### config.mk
export PLATFORM = sky130hd
export DESIGN_NAME = pcie_events
export DESIGN_NICKNAME = d
export VERILOG_FILES = /design/src/pcie_pkg.sv /design/src/pcie_events.sv
export SDC_FILE = /design/constraint.sdc
export NUM_CORES = 1
export LEC_CHECK = 0
export CORE_ASPECT_RATIO = 0.5
export CORE_MARGIN = 4
export CORE_UTILIZATION = 65
export CTS_CLUSTER_DIAMETER = 30
export DETAILED_ROUTE_END_ITERATION = 6
export DONT_BUFFER_PORTS = 1
export PLACE_DENSITY = 0.9
export SLEW_MARGIN = 20
export SYNTH_ARGS = -nofsm -noshare
export SYNTH_HDL_FRONTEND = slang
export SYNTH_SLANG_ARGS = --single-unit
### constraint.sdc
create_clock -name core_clk -period 4.8 [get_ports core_clk]
set_input_delay 0.24 -clock core_clk [delete_from_list [all_inputs] [get_ports core_clk]]
set_output_delay 0.24 -clock core_clk [all_outputs]
set_load 0.01 [all_outputs]
### src/pcie_pkg.sv
// Purpose: shared constants for the socket interrupt event block
// Assumes: one socket per instance, 8-bit register fields in low bits
// Notes:   offsets are per address space selected by regSpace
package pcie_pkg;
    // address space selector
    localparam logic [1:0] SPACE_CARD   = 2'h0;  // 16-bit card register set
    localparam logic [1:0] SPACE_CONFIG = 2'h1;  // configuration space
    localparam logic [1:0] SPACE_SOCKET = 2'h2;  // socket register block
    // register offsets
    localparam logic [7:0] OFS_GEN_INT_CTL   = 8'h03;
    localparam logic [7:0] OFS_STAT_FLAGS    = 8'h04;
    localparam logic [7:0] OFS_STAT_CFG      = 8'h05;
    localparam logic [7:0] OFS_IO_OFS_HIGH   = 8'h1E;
    localparam logic [7:0] OFS_CARD_CTL      = 8'h91;
    localparam logic [7:0] OFS_DEV_CTL       = 8'h92;
    localparam logic [7:0] OFS_SOCK_EVENT    = 8'h00;
    localparam logic [7:0] OFS_SOCK_MASK     = 8'h04;
    localparam logic [7:0] OFS_SOCK_PRESENT  = 8'h08;
    // 16-bit flag / config bit positions
    localparam int BIT_BVD_ONE   = 0;
    localparam int BIT_BVD_TWO   = 1;
    localparam int BIT_READY     = 2;
    localparam int BIT_DETECT    = 3;
    localparam int BIT_CARD_IO   = 5;  // card is I/O type, in general control
    localparam int BIT_CLR_W1C   = 2;  // flag clear by write-one, in io offset high
    // socket event / mask bit positions
    localparam int BIT_CB_STATUS = 0;
    localparam int BIT_CD_ONE    = 1;
    localparam int BIT_CD_TWO    = 2;
    localparam int BIT_PWR_DONE  = 3;
    localparam int BIT_CB_IRQ    = 6;  // present state
    // card control bit positions
    localparam int BIT_FUNC_PEND = 0;
    localparam int BIT_CHG_EN    = 3;
    localparam int BIT_FUNC_EN   = 4;
    localparam int BIT_PCI_EN    = 5;
    localparam logic [7:0] CARD_CTL_WMASK = 8'h38;
    // signaling mode in device control bits 2..1
    localparam int MODE_LSB = 1;
    localparam logic [1:0] MODE_ISA    = 2'b01;
    localparam logic [1:0] MODE_SERIAL = 2'b10;
    // isa pins and reset values
    localparam int NUM_ISA_PINS = 10;
    localparam logic [7:0] RST_BYTE = 8'h00;
endpackage

### src/pcie_events.sv
// Purpose: per-socket card event flags, masks and interrupt routing
// Assumes: all inputs synchronous to core_clk; card lines as seen at pins
// Notes:   pin outputs are registered; pin PCI_PIN (0 or 1) doubles as the PCI line

`timescale 1ns/100ps

// Function
// [RQ1] memory card battery line change flags bits 1:0
// [RQ2] memory card ready change flags bit 2
// [RQ3] io status-change assertion flags bit 0
// [RQ4] io card request is unmasked functional interrupt
// [RQ5] cardbus status-change sets socket event bit 0
// [RQ6] cardbus interrupt shown in present-state bit 6
// [RQ7] power-up complete sets socket event bit 3
// [RQ8] card detect change flags event and bit 3
// [RQ9] power-up event comes from internal power sequencer
// [RQ10] status-change and functional routed separately
// [RQ11] every source has a readable flag
// [RQ12] 16-bit flags clear by read or write-one
// [RQ13] cardbus flags clear only by write-one
// [RQ14] pci mode enables from card control bits
// [RQ15] isa outputs only for ten irq numbers
// [RQ16] device control 01b selects isa outputs
// [RQ17] isa pins float until routing is valid
// [RQ18] routing from config upper, general control lower nibble
// [RQ19] software masks and reroutes on card change
// [RQ20] software uses read-modify-write on registers
// [RQ21] pci line open-drain on shared irq pin
// [RQ22] pci line usable together with isa pins
// [RQ23] device control 10b selects serialized levels
// [RQ24] card control enables pci mode and routes
// [RQ25] output follows any routed unmasked pending flag
module pcie_events #(
    parameter int PCI_PIN = 0  // 0: socket A on IRQ3 pin, 1: socket B on IRQ4 pin
) (
    // clock and reset
    input  wire logic        core_clk,
    input  wire logic        rstn,
    // register port
    input  wire logic        regWrite,
    input  wire logic        regRead,
    input  wire logic [1:0]  regSpace,
    input  wire logic [7:0]  regAddr,
    input  wire logic [31:0] regWdata,
    output logic      [31:0] regRdata,
    // card side lines
    input  wire logic        cardIsCardbus,
    input  wire logic        battery_detect_one,
    input  wire logic        battery_detect_two,
    input  wire logic        cardReady,
    input  wire logic        card_status_change_n,
    input  wire logic        card_irq_request_n,
    input  wire logic        cb_status_change_line,
    input  wire logic        cb_irq_request_n,
    input  wire logic        card_detect_one_n,
    input  wire logic        card_detect_two_n,
    // internal power sequencer
    input  wire logic        powerUpDone,
    // interrupt pins
    output logic [9:0]       irqOut,
    output logic [9:0]       irqOe,
    output logic [15:0]      serialIrqLevel
);

    // one-hot isa pin for an irq number, zero when not a pin
    function automatic logic [9:0] irqOneHot(input logic [3:0] n);
        logic [9:0] r;
        r = '0;
        case (n)
            4'h3:    r = 10'h001;
            4'h4:    r = 10'h002;
            4'h5:    r = 10'h004;
            4'h7:    r = 10'h008;
            4'h9:    r = 10'h010;
            4'hA:    r = 10'h020;
            4'hB:    r = 10'h040;
            4'hC:    r = 10'h080;
            4'hE:    r = 10'h100;
            4'hF:    r = 10'h200;
            default: r = '0;
        endcase
        return r;
    endfunction

    // registers
    logic [7:0]  genCtl_q, genCtl_d;        // routing nibble, card type
    logic [3:0]  statFlags_q, statFlags_d;  // 16-bit card flags
    logic [7:0]  statCfg_q, statCfg_d;      // masks and chg routing
    logic [7:0]  ioOfsHigh_q, ioOfsHigh_d;  // clear method select
    logic [7:0]  cardCtl_q, cardCtl_d;      // pci enables
    logic [7:0]  devCtl_q, devCtl_d;        // signaling mode
    logic [3:0]  sockEvent_q, sockEvent_d;  // cardbus event flags
    logic [3:0]  sockMask_q, sockMask_d;    // cardbus masks
    // line history for edge detection
    logic [6:0]  linePrev_q, lineNow;
    logic        primed_q;
    // pin and read outputs
    logic [31:0] regRdata_q, regRdata_d;
    logic [9:0]  irqOut_q, irqOut_d, irqOe_q, irqOe_d;
    logic [15:0] serial_q, serial_d;
    // decoded terms
    logic        wrCard, rdCard, wrCfg, wrSock, isIo, funcPend, chgPend;
    logic [6:0]  chg;
    logic [3:0]  flagSet, evSet;
    logic [1:0]  mode;
    logic [9:0]  chgPin, funcPin, isaLevels;
    logic        fieldsOk, pciAssert;

    assign regRdata       = regRdata_q;
    assign irqOut         = irqOut_q;
    assign irqOe          = irqOe_q;
    assign serialIrqLevel = serial_q;

    // event detection, flags and register writes
    always_comb begin
        lineNow = {powerUpDone, card_detect_two_n, card_detect_one_n, cb_status_change_line,
                   cardReady, battery_detect_two, battery_detect_one};
        chg     = primed_q ? (lineNow ^ linePrev_q) : '0;
        wrCard  = regWrite && (regSpace == pcie_pkg::SPACE_CARD);
        rdCard  = regRead && (regSpace == pcie_pkg::SPACE_CARD);
        wrCfg   = regWrite && (regSpace == pcie_pkg::SPACE_CONFIG);
        wrSock  = regWrite && (regSpace == pcie_pkg::SPACE_SOCKET);
        isIo    = genCtl_q[pcie_pkg::BIT_CARD_IO];
        mode    = devCtl_q[pcie_pkg::MODE_LSB +: 2];
        flagSet = '0;
        evSet   = '0;
        // 16-bit sources
        if (!cardIsCardbus && !isIo) begin
            flagSet[pcie_pkg::BIT_BVD_ONE] = chg[0];  // RQ1
            flagSet[pcie_pkg::BIT_BVD_TWO] = chg[1];  // RQ1
            flagSet[pcie_pkg::BIT_READY]   = chg[2];  // RQ2
        end else if (!cardIsCardbus) begin
            // assertion of the active-low status line
            flagSet[pcie_pkg::BIT_BVD_ONE] = chg[0] && !battery_detect_one;  // RQ3
        end
        flagSet[pcie_pkg::BIT_DETECT] = chg[4] || chg[5];  // RQ8
        // cardbus and card-independent sources
        if (cardIsCardbus) begin
            evSet[pcie_pkg::BIT_CB_STATUS] = chg[3] && cb_status_change_line;  // RQ5
        end
        evSet[pcie_pkg::BIT_CD_ONE]   = chg[4];  // RQ8
        evSet[pcie_pkg::BIT_CD_TWO]   = chg[5];  // RQ8
        evSet[pcie_pkg::BIT_PWR_DONE] = powerUpDone && !linePrev_q[6];  // RQ7 RQ9
        // 16-bit flags: read clears or write-one clears, set wins
        statFlags_d = statFlags_q;
        if (rdCard && regAddr == pcie_pkg::OFS_STAT_FLAGS
            && !ioOfsHigh_q[pcie_pkg::BIT_CLR_W1C]) begin
            statFlags_d = '0;  // RQ12
        end else if (wrCard && regAddr == pcie_pkg::OFS_STAT_FLAGS
                     && ioOfsHigh_q[pcie_pkg::BIT_CLR_W1C]) begin
            statFlags_d = statFlags_q & ~regWdata[3:0];  // RQ12
        end
        statFlags_d = statFlags_d | flagSet;  // RQ11
        // cardbus events: write-one only, reads leave them
        sockEvent_d = sockEvent_q;
        if (wrSock && regAddr == pcie_pkg::OFS_SOCK_EVENT) begin
            sockEvent_d = sockEvent_q & ~regWdata[3:0];  // RQ13
        end
        sockEvent_d = sockEvent_d | evSet;  // RQ11
        // plain read/write registers
        genCtl_d    = (wrCard && regAddr == pcie_pkg::OFS_GEN_INT_CTL) ? regWdata[7:0] : genCtl_q;
        statCfg_d   = (wrCard && regAddr == pcie_pkg::OFS_STAT_CFG) ? regWdata[7:0] : statCfg_q;
        ioOfsHigh_d = (wrCard && regAddr == pcie_pkg::OFS_IO_OFS_HIGH) ? regWdata[7:0]
                                                                       : ioOfsHigh_q;
        cardCtl_d   = (wrCfg && regAddr == pcie_pkg::OFS_CARD_CTL)
                      ? (regWdata[7:0] & pcie_pkg::CARD_CTL_WMASK) : cardCtl_q;
        devCtl_d    = (wrCfg && regAddr == pcie_pkg::OFS_DEV_CTL) ? regWdata[7:0] : devCtl_q;
        sockMask_d  = (wrSock && regAddr == pcie_pkg::OFS_SOCK_MASK) ? regWdata[3:0]
                                                                     : sockMask_q;
    end

    // pending terms and pin drive
    always_comb begin
        // functional request: level, no mask
        funcPend = cardIsCardbus ? !cb_irq_request_n
                                 : (isIo && !card_irq_request_n);  // RQ4 RQ6
        chgPend  = |(statFlags_q & statCfg_q[3:0]) | |(sockEvent_q & sockMask_q);  // RQ25
        chgPin   = irqOneHot(statCfg_q[7:4]);  // RQ18
        funcPin  = irqOneHot(genCtl_q[3:0]);   // RQ18
        // each field is empty or a pin number, and one routes somewhere
        fieldsOk = (statCfg_q[7:4] == '0 || chgPin != '0)
                && (genCtl_q[3:0] == '0 || funcPin != '0)
                && (chgPin != '0 || funcPin != '0);  // RQ15 RQ17
        isaLevels = (chgPend ? chgPin : '0) | (funcPend ? funcPin : '0);  // RQ10 RQ25
        irqOut_d  = '0;
        irqOe_d   = '0;
        if (mode == pcie_pkg::MODE_ISA && fieldsOk) begin
            irqOut_d = isaLevels;  // RQ16
            irqOe_d  = '1;         // RQ17
        end
        // pci line overrides its shared pin, others stay isa
        pciAssert = (cardCtl_q[pcie_pkg::BIT_CHG_EN] && chgPend)
                 || (cardCtl_q[pcie_pkg::BIT_FUNC_EN] && funcPend);  // RQ14 RQ24
        if (cardCtl_q[pcie_pkg::BIT_PCI_EN]) begin
            irqOut_d[PCI_PIN] = 1'b0;       // RQ21 RQ22
            irqOe_d[PCI_PIN]  = pciAssert;  // RQ21
        end
        // serialized mode hands levels to the frame generator
        serial_d = '0;
        if (mode == pcie_pkg::MODE_SERIAL) begin
            serial_d = ((chgPend && statCfg_q[7:4] != '0) ? 16'h0001 << statCfg_q[7:4] : '0)
                     | ((funcPend && genCtl_q[3:0] != '0) ? 16'h0001 << genCtl_q[3:0] : '0);  // RQ23
        end
    end

    // read data mux, answered one cycle after the strobe
    always_comb begin
        regRdata_d = regRdata_q;
        if (regRead) begin
            regRdata_d = '0;
            case (regSpace)
                pcie_pkg::SPACE_CARD: begin
                    case (regAddr)
                        pcie_pkg::OFS_GEN_INT_CTL: regRdata_d[7:0] = genCtl_q;
                        pcie_pkg::OFS_STAT_FLAGS:  regRdata_d[3:0] = statFlags_q;  // RQ11
                        pcie_pkg::OFS_STAT_CFG:    regRdata_d[7:0] = statCfg_q;
                        pcie_pkg::OFS_IO_OFS_HIGH: regRdata_d[7:0] = ioOfsHigh_q;
                        default:                   regRdata_d = '0;
                    endcase
                end
                pcie_pkg::SPACE_CONFIG: begin
                    case (regAddr)
                        pcie_pkg::OFS_CARD_CTL: begin
                            regRdata_d[7:0] = cardCtl_q;
                            regRdata_d[pcie_pkg::BIT_FUNC_PEND] = funcPend;  // RQ11
                        end
                        pcie_pkg::OFS_DEV_CTL: regRdata_d[7:0] = devCtl_q;
                        default:               regRdata_d = '0;
                    endcase
                end
                pcie_pkg::SPACE_SOCKET: begin
                    case (regAddr)
                        pcie_pkg::OFS_SOCK_EVENT: regRdata_d[3:0] = sockEvent_q;  // RQ13
                        pcie_pkg::OFS_SOCK_MASK:  regRdata_d[3:0] = sockMask_q;
                        pcie_pkg::OFS_SOCK_PRESENT: begin
                            regRdata_d[pcie_pkg::BIT_CB_IRQ] = cardIsCardbus
                                                                && !cb_irq_request_n;  // RQ6
                        end
                        default: regRdata_d = '0;
                    endcase
                end
                default: regRdata_d = '0;
            endcase
        end
    end

    // all state registers
    always_ff @(posedge core_clk or negedge rstn) begin
        if (!rstn) begin
            genCtl_q    <= pcie_pkg::RST_BYTE;
            statFlags_q <= '0;
            statCfg_q   <= pcie_pkg::RST_BYTE;
            ioOfsHigh_q <= pcie_pkg::RST_BYTE;
            cardCtl_q   <= pcie_pkg::RST_BYTE;
            devCtl_q    <= pcie_pkg::RST_BYTE;
            sockEvent_q <= '0;
            sockMask_q  <= '0;
            linePrev_q  <= '0;
            primed_q    <= 1'b0;
            regRdata_q  <= '0;
            irqOut_q    <= '0;
            irqOe_q     <= '0;
            serial_q    <= '0;
        end else begin
            genCtl_q    <= genCtl_d;
            statFlags_q <= statFlags_d;
            statCfg_q   <= statCfg_d;
            ioOfsHigh_q <= ioOfsHigh_d;
            cardCtl_q   <= cardCtl_d;
            devCtl_q    <= devCtl_d;
            sockEvent_q <= sockEvent_d;
            sockMask_q  <= sockMask_d;
            linePrev_q  <= lineNow;
            primed_q    <= 1'b1;
            regRdata_q  <= regRdata_d;
            irqOut_q    <= irqOut_d;
            irqOe_q     <= irqOe_d;
            serial_q    <= serial_d;
        end
    end
endmodule

==> metrics.csv <==
stage;metric;value;unit
outcome;status;finished, final reports clean;
cells_and_area;seq_area;0.002277;mm²
cells_and_area;postLayoutCellArea;0.004876;mm²
cells_and_area;n_fill_cell;482;
critical_path;critPathKind;input pin to flop;
critical_path;crit_chain;or3b_2 > nor3_2 > nor2b_1 > mux2_2;
synthesis;dominantRegCellSynth;dfrtp_1;
sta;slew_violations;0;
synthesis;yosys_register_bits;91;
clock_network;root_buffer;clkbuf_16;
cells_and_area;n_antenna_cell;0;
drt;ant_nets;0;
critical_path;required;5.02;ns
floorplan;rows;21;
placed_design;pre_cts_ws;2.316;ns
power_and_ir_drop;pwr_density_cell;309.2;mW/mm²
drt;vias;3418;
cells_and_area;area_growth;5.296;%
synthesis;yosysSeqAreaShare;49.18;%
sta;skew;0.009451;ns
synthesis;synth.area.mux_share;11.73;%
drt;drtIter0Drc;538;
critical_path;cp_max_fo;8;
global_routing;grt_pass1_wl;17530;µm
clock_network;clk_pin_slew;0.07;ns
critical_path;arrival;2.48;ns
worst_hold_path;min_path_type;input pin to flop;
sta;whs;0.04071;ns
global_routing;use_met1;34.25;%
global_routing;grt_usage;27.07;%
power_and_ir_drop;seqPwrFrac;52.4;%
placed_design;io_buffers;0;
clock_network;clockBufferDepth;2;
clock_network;cts_tree;built;
clock_network;cts_sinks;91;
synthesis;yosysUniqueCellTypes;51;
power_and_ir_drop;clkPwrFrac;41.8;%
sta;max_freq;443.3;MHz
drt;drc;0;
global_routing;grt.busiest_layer;met2;
critical_path;endpoint_kind;flop;
power_and_ir_drop;intPower;1.156;mW
sta;max_slew_margin;28.54;%
global_routing;grt_max_degree;92;
cells_and_area;final_util;71.65;%
critical_path;cpLargestDelayFamily;simple AND/OR/NAND/NOR gates;
cells_and_area;multi_input_area;0.002056;mm²
power_and_ir_drop;combPwrFrac;5.8;%
synthesis;synth-xor-area-share;0.9457;%
sta;rsz0062_at_grt;no;
drt;vias_per_cell;6.728;
clock_network;cts_setup_buffers;0;
drt;drtPass1Iterations;6;
clock_network;cts_hold_buf;10;
global_routing;gr-total-overflow;0;
synthesis;netlist_area;0.004631;mm²
drt;routed_wl;11140;µm
synthesis;async_flop_share;100.0;%
clock_network;htreeDepth;3;
floorplan;die-area;0.008621;mm²
floorplan;fp.dieW;127.4;µm
floorplan;start_util;68.05;%
clock_network;cts_made_buffers;9;
sta;setup_slack;2.544;ns
clock_network;clk_latency;0.34;ns
placed_design;placed_cell_area;0.004501;mm²
global_routing;use_met2;44.04;%
global_routing;grt_pass1_vias;3325;
global_routing;antenna_found_initial;0;
clock_network;cts_resized;0;
synthesis;synth_fa_ha_area_share;0;%
sta;finalHoldViolCount;0;
power_and_ir_drop;p_leak;2.058;nW
power_and_ir_drop;vdd_drop_max;0.0002101;V
cells_and_area;drive_gt1_share;16.83;%
power_and_ir_drop;power;1.508;mW
placed_design;place_congestion;0.8838;
critical_path;slowest_delay;0.80;ns
critical_path;timing.critical_path.buf_inv;0;
drt;wl_per_cell;21.92;µm
synthesis;synth_edf_count;0;
critical_path;startpoint_type;input pin;
power_and_ir_drop;power_switching;0.3514;mW
synthesis;syn-instance-count;421;
sta;fin_setup_tns;0;ns
global_routing;use_met3;8.136;%
synthesis;synthSimpleGateAreaFrac;17.40;%
sta;fin_crit_sh;47.00;%
critical_path;r2r_slack;2.67;ns
floorplan;die_y;67.69;µm
sta;period_minus_slack;2.256;ns
synthesis;avgSynthCellArea;11.00;µm²
placed_design;placedCellCount;483;
synthesis;yosysWarnings;0;
placed_design;place_hpwl;7677;µm
synthesis;synth_top_family_by_area;simple AND/OR/NAND/NOR gates;
floorplan;ios;125;
sta;setup_violations;0;
run;cap_violations;0;
cells_and_area;nets;469;
floorplan;core-area;0.006805;mm²
sta;tightest_slew;1.071;ns
power_and_ir_drop;swShare;23.31;%
synthesis;synth_compound_area_share;12.21;%
cells_and_area;final_cell_count_no_fill;508;
critical_path;cpMaxStageDelayCell;nor2b_1;
[layout by cell type (no fill, tap or decap), types with 4 or more instances in the layout]
cell type      netlist  routed
dfrtp_1             91      91
mux2_2              34      34
nor2_1              28      28
conb_1               2      26
nand2_1             17      17
nand3b_1            15      15
nor3_1              15      15
nand2b_1            13      13
a32oi_1             13      13
inv_1               12      12
nor4_1              12      12
nor2b_1             10      10
a22oi_1             10      10
a21oi_1              9       9
a211oi_1             9       9
clkbuf_16            0       9
dlygate4sd3_1        0       9
mux2_4               8       8
o21ai_0              7       7
a22o_1               6       6
or3b_2               4       4
xor2_1               4       4
a32o_1               4       4
mux2i_1              4       4
a221oi_1             4       4
clkinv_2             0       4
[synth_stat cells, types with 2 or more instances]
cell | number | area [µm²]
nand3b_1 | 15 | 112.6
clkbuf_1 | 20 | 75.07
or3b_2 | 4 | 35.03
buf_6 | 2 | 22.52
o31ai_1 | 2 | 15.01
mux2_2 | 34 | 382.9
inv_1 | 12 | 45.04
a221oi_1 | 4 | 35.03
conb_1 | 2 | 7.510
a32oi_1 | 13 | 113.9
xor2_1 | 4 | 35.03
o221ai_1 | 2 | 17.52
a21oi_1 | 9 | 45.04
nor3b_1 | 2 | 15.01
o211ai_1 | 3 | 22.52
and2_1 | 2 | 12.51
a32o_1 | 4 | 40.04
or4_1 | 2 | 15.01
dfrtp_1 | 91 | 2277
o21ai_0 | 7 | 35.03
nor4_1 | 12 | 75.07
nor3_1 | 15 | 75.07
nor2b_1 | 10 | 62.56
mux2i_1 | 4 | 40.04
a22o_1 | 6 | 52.55
a22oi_1 | 10 | 75.07
nand2_1 | 17 | 63.81
nor2_1 | 28 | 105.1
mux2_4 | 8 | 120.1
a31oi_1 | 2 | 12.51
nand2b_1 | 13 | 81.33
buf_4 | 32 | 240.2
a211oi_1 | 9 | 67.56
nand3_1 | 3 | 15.01
nand4b_1 | 2 | 17.52
[state kept, by name, indices dropped and copies added, names as in the netlist]
name,count
primed_q,1
sockMask_q,4
genCtl_q,8
linePrev_q,7
ioOfsHigh_q,8
irqOe,2
irqOut,10
statCfg_q,8
devCtl_q,8
serialIrqLevel,16
statFlags_q,4
regRdata,8
cardCtl_q,3
sockEvent_q,4
[worst paths after layout]
kind	start	endpoint	depth (start not counted)
max in group asynchronous	rstn	regRdata[0]$_DFFE_PN0P_	2
max	regAddr[5]	ioOfsHigh_q[6]$_DFFE_PN0P_	4
min in group asynchronous	rstn	statCfg_q[1]$_DFFE_PN0P_	2
min reg2reg	ioOfsHigh_q[4]$_DFFE_PN0P_	ioOfsHigh_q[4]$_DFFE_PN0P_	1
min	regWdata[0]	statCfg_q[0]$_DFFE_PN0P_	1
max reg2reg	genCtl_q[5]$_DFFE_PN0P_	irqOut[9]$_DFF_PN0_	4
[power groups by stage]
stage | logic, mW | registers, mW | clock network, mW
floorplan | 0.0761 | 0.800 | 0
global placement | 0.0597 | 0.804 | 0
detailed placement | 0.0623 | 0.804 | 0
CTS | 0.0865 | 0.790 | 0.631
global route | 0.0969 | 0.791 | 0.676
finish | 0.0871 | 0.790 | 0.630
[logic make-up after synthesis]
family | count (synthesis)
AO/OA/AOI/OAI | 75
XOR/XNOR | 5
buffers and inverters | 67
flip-flops | 91
multiplexers | 46
other | 2
AND/OR/NAND/NOR | 135
[metal layers]
layer | up-vias | part of all wire [%] | wire length, µm
met5 | - | 0 | 0
met4 | 0 | 2.5 | 277
met3 | 31 | 9.1 | 1019
met2 | 209 | 47 | 5226
met1 | 1716 | 41 | 4614
li1 | 1462 | - | -
[area by class of cell]
type | instances | share of cell area [%]
Timing Repair Buffer | 11 | 2.566
Multi-Input combinational cell | 287 | 42.16
Clock buffer | 10 | 4.696
Inverter | 12 | 0.9238
Clock inverter | 5 | 0.5902
Sequential cell | 91 | 46.70
Tap cell | 92 | 2.361
(Power assumes the default switching activity.)
